===== config.mk =====
export PLATFORM = sky130hd
export DESIGN_NAME = dcc_cke_ctrl
export DESIGN_NICKNAME = d
export VERILOG_FILES = /design/src/hw/dcc_pkg.sv /design/src/hw/dcc_cke_ctrl.sv /design/src/hw/dcc_counter.sv
export SDC_FILE = /design/constraint.sdc
export NUM_CORES = 1
export LEC_CHECK = 0
export ABC_AREA = 1
export BUFFER_PORTS_ARGS = -buffer_cell sky130_fd_sc_hd__buf_2
export CAP_MARGIN = 20
export CORE_UTILIZATION = 45
export CTS_CLUSTER_DIAMETER = 80
export DETAILED_ROUTE_END_ITERATION = 8
export GPL_ROUTABILITY_DRIVEN = 0
export PLACE_DENSITY = 0.68
export SLEW_MARGIN = 20
export SYNTH_ARGS = -nofsm -noshare
export SYNTH_HDL_FRONTEND = slang
export SYNTH_SLANG_ARGS = --single-unit

===== constraint.sdc =====
create_clock -name clk -period 1.8 [get_ports clk]
set_clock_uncertainty 0.15 [all_clocks]
set_input_delay 0.09 -clock clk [delete_from_list [all_inputs] [get_ports clk]]
set_output_delay 0.09 -clock clk [all_outputs]
set_load 0.02 [all_outputs]

===== src/hw/dcc_pkg.sv =====
package dcc_pkg;

    // ------------------------------------------------------------
    // Command encoding {cs_n, ras_n, cas_n, we_n}
    // ------------------------------------------------------------
    localparam logic [3:0] CMD_MRS  = 4'h0;
    localparam logic [3:0] CMD_REF  = 4'h1;
    localparam logic [3:0] CMD_PRE  = 4'h2;
    localparam logic [3:0] CMD_ACT  = 4'h3;
    localparam logic [3:0] CMD_WR   = 4'h4;
    localparam logic [3:0] CMD_RD   = 4'h5;
    localparam logic [3:0] CMD_ZQ   = 4'h6;
    localparam logic [3:0] CMD_NOP  = 4'h7;

    // ------------------------------------------------------------
    // Field positions and sizes
    // ------------------------------------------------------------
    localparam int NUM_BANKS     = 8;
    localparam int BANK_W        = 3;
    localparam int MR_COUNT      = 4;
    localparam int OP_W          = 13;
    localparam int ADDR_A10      = 10;
    localparam int ADDR_A12      = 12;

    // ------------------------------------------------------------
    // Timing counts, in clock cycles, and the counter width in bits
    // ------------------------------------------------------------
    localparam int BURST_BL8_CYC = 4;
    localparam int BURST_BC4_CYC = 2;
    localparam int ZQ_INIT_CYC   = 512;
    localparam int ZQ_OPER_CYC   = 256;
    localparam int CKE_MIN_CYC   = 3;
    localparam int EXIT_CYC      = 4;
    localparam int CNT_W         = 10;

    // ------------------------------------------------------------
    // Reset values
    // ------------------------------------------------------------
    localparam logic [OP_W-1:0] MR_RESET = 13'h0000;

    typedef enum {
        ST_IDLE,
        ST_ACTIVE,
        ST_PD_ACT,
        ST_PD_PRE,
        ST_SELF_REF
    } dcc_state_e;

    typedef struct packed {
        logic              cs_n;
        logic              ras_n;
        logic              cas_n;
        logic              we_n;
        logic              cke;
        logic              odt;
        logic [BANK_W-1:0] ba;
        logic [OP_W-1:0]   addr;
    } dcc_cmd_s;

    typedef struct packed {
        logic              idle;
        logic              power_down;
        logic              active_pd;
        logic              self_refresh;
        logic              burst_busy;
        logic              zq_busy;
        logic              zq_update;
        logic              mr_we;
        logic [1:0]        mr_sel;
        logic [OP_W-1:0]   mr_data;
        logic [NUM_BANKS-1:0] bank_open;
    } dcc_stat_s;

endpackage : dcc_pkg

===== src/hw/dcc_cke_ctrl.sv =====
`timescale 1ns/100ps
`default_nettype none

module dcc_cke_ctrl
    import dcc_pkg::*;
(
    // Clock and reset
    input  wire logic      clk,
    input  wire logic      rst,
    // Active-low reset pin, sampled on the rising clock edge
    input  wire logic      reset_n,
    // Command pins
    input  wire dcc_cmd_s  cmd,
    // Initialization done strap from device sequencer
    input  wire logic      init_done,
    // Status
    output dcc_stat_s      stat
);

    // ------------------------------------------------------------
    // State
    // ------------------------------------------------------------
    typedef struct packed {
        dcc_state_e           state;
        logic                 cke_prev;
        logic [NUM_BANKS-1:0] bank_open;
        logic [1:0]           mr_sel;
        logic [OP_W-1:0]      mr_data;
        logic                 mr_we;
        logic                 zq_init_seen;
        logic [2:0]           settle;
        logic [CNT_W-1:0]     burst_cnt;
    } dcc_core_s;

    dcc_core_s st;
    dcc_core_s next_st;

    logic [3:0]       op;
    logic             valid_cmd;
    logic             sr_exit_async;
    logic             zq_load;
    logic [CNT_W-1:0] zq_value;
    logic             zq_busy;
    logic             zq_done;
    logic             cke_rise;
    logic             cke_fall;
    logic             cke_hold_low;
    logic             quiet;
    logic             any_open;
    logic             is_idle;

    // ------------------------------------------------------------
    // Decode
    // ------------------------------------------------------------
    // Odt is not part of the decode at all
    assign op        = {cmd.cs_n, cmd.ras_n, cmd.cas_n, cmd.we_n};
    assign valid_cmd = !cmd.cs_n;
    // Deselect and no-op both fall into the quiet class
    assign quiet     = cmd.cs_n || (op == CMD_NOP);

    assign cke_rise     = !st.cke_prev && cmd.cke;
    assign cke_fall     = st.cke_prev && !cmd.cke;
    assign cke_hold_low = !st.cke_prev && !cmd.cke;
    assign any_open     = |st.bank_open;

    // Combinational wake path: a clock may be stopped in self refresh
    assign sr_exit_async = (st.state == ST_SELF_REF) && cmd.cke;

    assign is_idle = (st.state == ST_IDLE) && !any_open && (st.burst_cnt == '0)
                     && cmd.cke && (st.settle == '0) && !zq_busy;

    // ------------------------------------------------------------
    // Calibration timer
    // ------------------------------------------------------------
    // Window length depends on whether initialization has finished
    assign zq_load  = (st.state == ST_IDLE || st.state == ST_ACTIVE) && !cke_fall
                      && cmd.cke && valid_cmd && (op == CMD_ZQ)
                      && cmd.addr[ADDR_A10];
    assign zq_value = init_done ? CNT_W'(ZQ_OPER_CYC) : CNT_W'(ZQ_INIT_CYC);

    dcc_counter #(
        .W     (CNT_W)
    ) u_zq_timer (
        .clk   (clk),
        .rst   (rst || !reset_n),
        .load  (zq_load),
        .value (zq_value),
        .busy  (zq_busy),
        .done  (zq_done)
    );

    // ------------------------------------------------------------
    // Next state
    // ------------------------------------------------------------
    always_comb begin
        next_st          = st;
        next_st.cke_prev = cmd.cke;
        next_st.mr_we    = 1'b0;
        if (st.settle != '0) begin
            next_st.settle = st.settle - 1'b1;
        end
        // Bursts cannot be cut short by any command the controller sends, only by a reset
        if (st.burst_cnt != '0) begin
            next_st.burst_cnt = st.burst_cnt - 1'b1;
        end
        case (st.state)
            ST_IDLE, ST_ACTIVE: begin
                if (cke_fall && quiet) begin
                    if (st.state == ST_ACTIVE || st.burst_cnt != '0) begin
                        next_st.state = ST_PD_ACT;
                    end else begin
                        next_st.state = ST_PD_PRE;
                    end
                end else if (cke_fall && valid_cmd && op == CMD_REF && is_idle == 1'b0
                             && st.state == ST_IDLE && !any_open
                             && st.burst_cnt == '0) begin
                    next_st.state = ST_SELF_REF;
                end else if (!cke_fall && cmd.cke && valid_cmd) begin
                    case (op)
                        CMD_MRS: begin
                            next_st.mr_sel  = cmd.ba[1:0];
                            next_st.mr_data = cmd.addr;
                            next_st.mr_we   = !any_open;
                        end
                        CMD_ACT: begin
                            next_st.bank_open[cmd.ba] = 1'b1;
                            next_st.state             = ST_ACTIVE;
                        end
                        CMD_PRE: begin
                            if (cmd.addr[ADDR_A10]) begin
                                next_st.bank_open = '0;
                            end else begin
                                next_st.bank_open[cmd.ba] = 1'b0;
                            end
                        end
                        CMD_RD, CMD_WR: begin
                            // A new burst is dropped while a running one has not finished
                            if (st.bank_open[cmd.ba] && st.burst_cnt == '0) begin
                                next_st.burst_cnt = cmd.addr[ADDR_A12]
                                    ? CNT_W'(BURST_BL8_CYC) : CNT_W'(BURST_BC4_CYC);
                            end
                        end
                        default: begin
                        end
                    endcase
                end
                if (next_st.state == ST_ACTIVE && next_st.bank_open == '0) begin
                    next_st.state = ST_IDLE;
                end
            end
            ST_PD_ACT, ST_PD_PRE: begin
                // No refresh is issued internally while powered down
                if (cke_rise && quiet) begin
                    next_st.state  = any_open ? ST_ACTIVE : ST_IDLE;
                    next_st.settle = 3'(EXIT_CYC);
                end
            end
            ST_SELF_REF: begin
                if (cke_rise && quiet) begin
                    next_st.state  = ST_IDLE;
                    next_st.settle = 3'(EXIT_CYC);
                end else if (cke_hold_low) begin
                    next_st.state = ST_SELF_REF;
                end
            end
            default: begin
                next_st.state = ST_IDLE;
            end
        endcase
    end

    always_ff @(posedge clk) begin
        // Reset pin only resets; it issues no command
        if (rst || !reset_n) begin
            st           <= '0;
            st.state     <= ST_IDLE;
            st.mr_data   <= MR_RESET;
        end else begin
            st <= next_st;
        end
    end

    // ------------------------------------------------------------
    // Status
    // ------------------------------------------------------------
    always_comb begin
        stat              = '0;
        stat.idle         = is_idle;
        stat.power_down   = (st.state == ST_PD_ACT) || (st.state == ST_PD_PRE);
        stat.active_pd    = (st.state == ST_PD_ACT);
        stat.self_refresh = (st.state == ST_SELF_REF) && !sr_exit_async;
        stat.burst_busy   = (st.burst_cnt != '0);
        stat.zq_busy      = zq_busy;
        stat.zq_update    = zq_done;
        stat.mr_we        = st.mr_we;
        stat.mr_sel       = st.mr_sel;
        stat.mr_data      = st.mr_data;
        stat.bank_open    = st.bank_open;
    end

endmodule : dcc_cke_ctrl

`default_nettype wire


===== src/hw/dcc_counter.sv =====
`timescale 1ns/100ps
`default_nettype none

module dcc_counter
    import dcc_pkg::*;
#(
    parameter int W = CNT_W
) (
    // Clock and reset
    input  wire logic         clk,
    input  wire logic         rst,
    // Control
    input  wire logic         load,
    input  wire logic [W-1:0] value,
    // Status
    output logic              busy,
    output logic              done
);

    typedef struct packed {
        logic [W-1:0] cnt;
        logic         done;
    } dcc_cnt_s;

    dcc_cnt_s st;
    dcc_cnt_s next_st;

    always_comb begin
        next_st      = st;
        next_st.done = 1'b0;
        if (load) begin
            next_st.cnt = value;
        end else if (st.cnt != '0) begin
            next_st.cnt = st.cnt - 1'b1;
            if (st.cnt == W'(1)) begin
                next_st.done = 1'b1;
            end
        end
    end

    always_ff @(posedge clk) begin
        if (rst) begin
            st <= '0;
        end else begin
            st <= next_st;
        end
    end

    assign busy = (st.cnt != '0);
    assign done = st.done;

endmodule : dcc_counter

`default_nettype wire


==> flow_summary.toml <==
[pwr]
total_leakage_power_uw = 0.00286
power_density_nw_per_um2 = 1320
ir_worst_vdd_mv = 0.897

[synth]
yosysWarnings = 0
synthFlopType = "dfxtp_1"
muxShareOfSynthArea = 0
postSynthAreaPerCell_um2 = 7.38
synth_compound_area_frac = 0.159
synth_edf_count = 0
syn_area_um2 = 4070
syn_inst = 551
ys_seq_elements = 81
synth_cell_type_count = 44
synth_top_family_by_area = "simple AND/OR/NAND/NOR gates"
synth.largest_area_cell = "dfxtp_1"
synth_fa_ha_area_frac = 0.0215
async_reset_ff_frac = 0
synthXorXnorAreaFrac = 0.0172
netlist_top_cells_area = "dfxtp_1 (40%), nand2_1 (8.3%), nor2_1 (6.9%), buf_4 (5.7%), inv_1 (5.2%)"
synth_top_area_share = 0.399
yosysSeqAreaShare = 0.399
yosys.area_share.simple = 0.273

[setup_path]
slowest_stage = "dfxtp_1"
r2r_slack_ns = -0.20
critical_path.endpoint_type = "output pin"
cp_data_required_time_ns = 1.56
max_stage_delay_ns = 0.31
cp.arrival_ns = 1.77
cp-start-kind = "flip-flop"
worstSetupPathType = "reg2out"
path_cells = "nor2_1 -> nand2_1 -> nor2_4 -> nand3_2 -> nor3_2 -> nor3b_4 -> buf_4"
worstPathMaxFanout = 3

[finish]
multi_input_area_um2 = 2420
drive_above_1_share = 0.409
final_nets = 760
diodes = 0
final_cell_mix = "buf_4 (95), nand2_1 (79), nor2_1 (57), dfxtp_1 (56), buf_2 (49)"
fillerInstances = 727
ff_latch_area_um2 = 1650
layout_commonest_cell = "buf_4"
fin_cells = 839
syn_to_final_growth_pct = 46.1

[flow_run]
max_cap_viol_count = 0

[global_route]
antenna_found_initial = 0
grt_max_degree = 23
grt_use_total = 0.228
first_global_vias = 3940
grt_pass1_wl_um = 17400
gr-total-overflow = 0

[placement]
dp_hpwl_um = 7510
dp.cells = 789
place_ws_ns = -0.181
io_buffers = 55

[timing]
fin_crit_ns = 2.01
finalSetupViolations = 37
rsz0062_at_grt = "true"
finalWorstSetupSlack_ns = -0.210
hold_viol_final = 0
max_freq_mhz = 497
fin_crit_sh = 1.12
slew_violations = 0
tns_ns = -4.42

[clocking]
cts-buffers-inserted = 9
cts.sinks = 81
clkLatencyLatePin_ns = 0.35
cts_root_buffer = "clkbuf_8"
clk_pin_slew_ns = 0.09
clk_path_buf_depth = 2
cts_max_level = 3
cts_tree = "yes"

[route]
vias = 4131
drt_iter0_markers = 165
wl_per_cell_um = 12.9
drc = 0
final_antenna_net_count = 0
post_drt_via_cell_ratio = 4.92
routed_wl_um = 10800
first_pass_iters = 4

[floorplan]
die-area_um2 = 9420
die-height_um = 97.1
ioPinCount = 57
die_w_um = 97.1
coreArea_um2 = 8720
core.rowCount = 34
initial_core_util = 0.466

[outcome]
status = "complete, but fails checks"
violations = "negative setup slack"

[hold_path]
hold_class = "in2reg"
## critical path, delay by kind of cell, from the launching register on
family / cells / cell delay (ns)
buf+inv: 1 / 0.18
flops: 1 / 0.31
simple gates: 6 / 0.94
## state kept, by name, indices dropped and copies added (netlist names)
name and flops:
u_zq_timer.done 1, st 46, u_zq_timer.st 10, stat 24
## power by group
part,leakage (uW),internal (uW),switching (uW)
logic,0.00211,2200,2280
registers,0.000671,2040,200
clock network,0.0000781,491,642
## metrics by stage
stage / area, um^2 / hold WS [ns] / power (uW) / util
global placement: 5010 / 0.151 / 5290 / 0.575
floorplan: 4230 / 0.0342 / 4210 / -
detailed placement: 5010 / 0.155 / 5400 / 0.575
finish: 5940 / 0.0763 / 7850 / 0.682
global route: 5940 / 0.0792 / 8380 / 0.682
CTS: 5700 / 0.0615 / 7340 / 0.653
## synthesized netlist by cell type (2+ instances only)
library cell and n:
nand2_1 90, nor4_1 3, o211ai_2 2, ha_1 7
o21a_1 11, nor2_2 3, nand3_1 30, or2_2 2
o21ai_0 22, a31oi_1 5, buf_2 6, nor3_1 16
o211ai_1 12, nor3_2 3, o22ai_1 2, nand4_1 9
a21oi_1 31, nor2_4 2, inv_1 56, buf_6 2
buf_4 31, a211oi_1 4, o211a_1 4, clkbuf_1 2
nor2_1 75, xnor2_1 3, inv_2 5, o21ai_1 6
dfxtp_1 81, xor2_1 5, nand2_2 6, nor3b_1 3
## metal layers
metal,track usage,vias up,routed length [um]
li1,-,2121,-
met1,0.265,1889,4600
met2,0.407,100,5570
met3,0.0410,21,459
met4,0.0987,0,216
met5,0,-,0
## worst paths after layout
kind / from / end / cells after the start
min reg2reg: stat[9]$_SDFFE_PP0P_ / stat[9]$_SDFFE_PP0P_ / 1
max reg2reg: st[44]$_SDFFE_PP0P_ / st[1]$_SDFF_PP0_ / 11
min: cmd[17] / st[41]$_SDFFE_PP0P_ / 4
max: st[49]$_SDFFE_PP0P_ / stat[28] / 7
## repair_timing
action / 4_1_cts / 5_1_grt
pin swaps: 30 / 25
endpoints found under the hold margin: 16 / 0
setup buffers: 11 / 7
gates resized for setup: 89 / 58
endpoints found under the setup margin: 36 / 54
hold buffers: 16 / 0
cloned: 1 / 1
## cell type report
cell class | count | share of cell area
clock buffers | 10 | 0.0215
inverters | 62 | 0.0417
repair buffers | 176 | 0.222
well taps | 108 | 0.0227
flip-flops and latches | 81 | 0.278
clock inverters | 5 | 0.00568
repair inverters | 1 | 0.00147
multi-input cells | 396 | 0.407
## kinds of logic (layout without fill, tap and decap cells)
logic type / after synthesis / in the layout
other cells: 1 / 29
flops: 81 / 81
xor+xnor: 8 / 8
simple gates: 247 / 248
buf+inv: 103 / 254
compound gates: 104 / 104
fa+ha+maj: 7 / 7
Note: power is estimated with default switching activity, not from simulation.
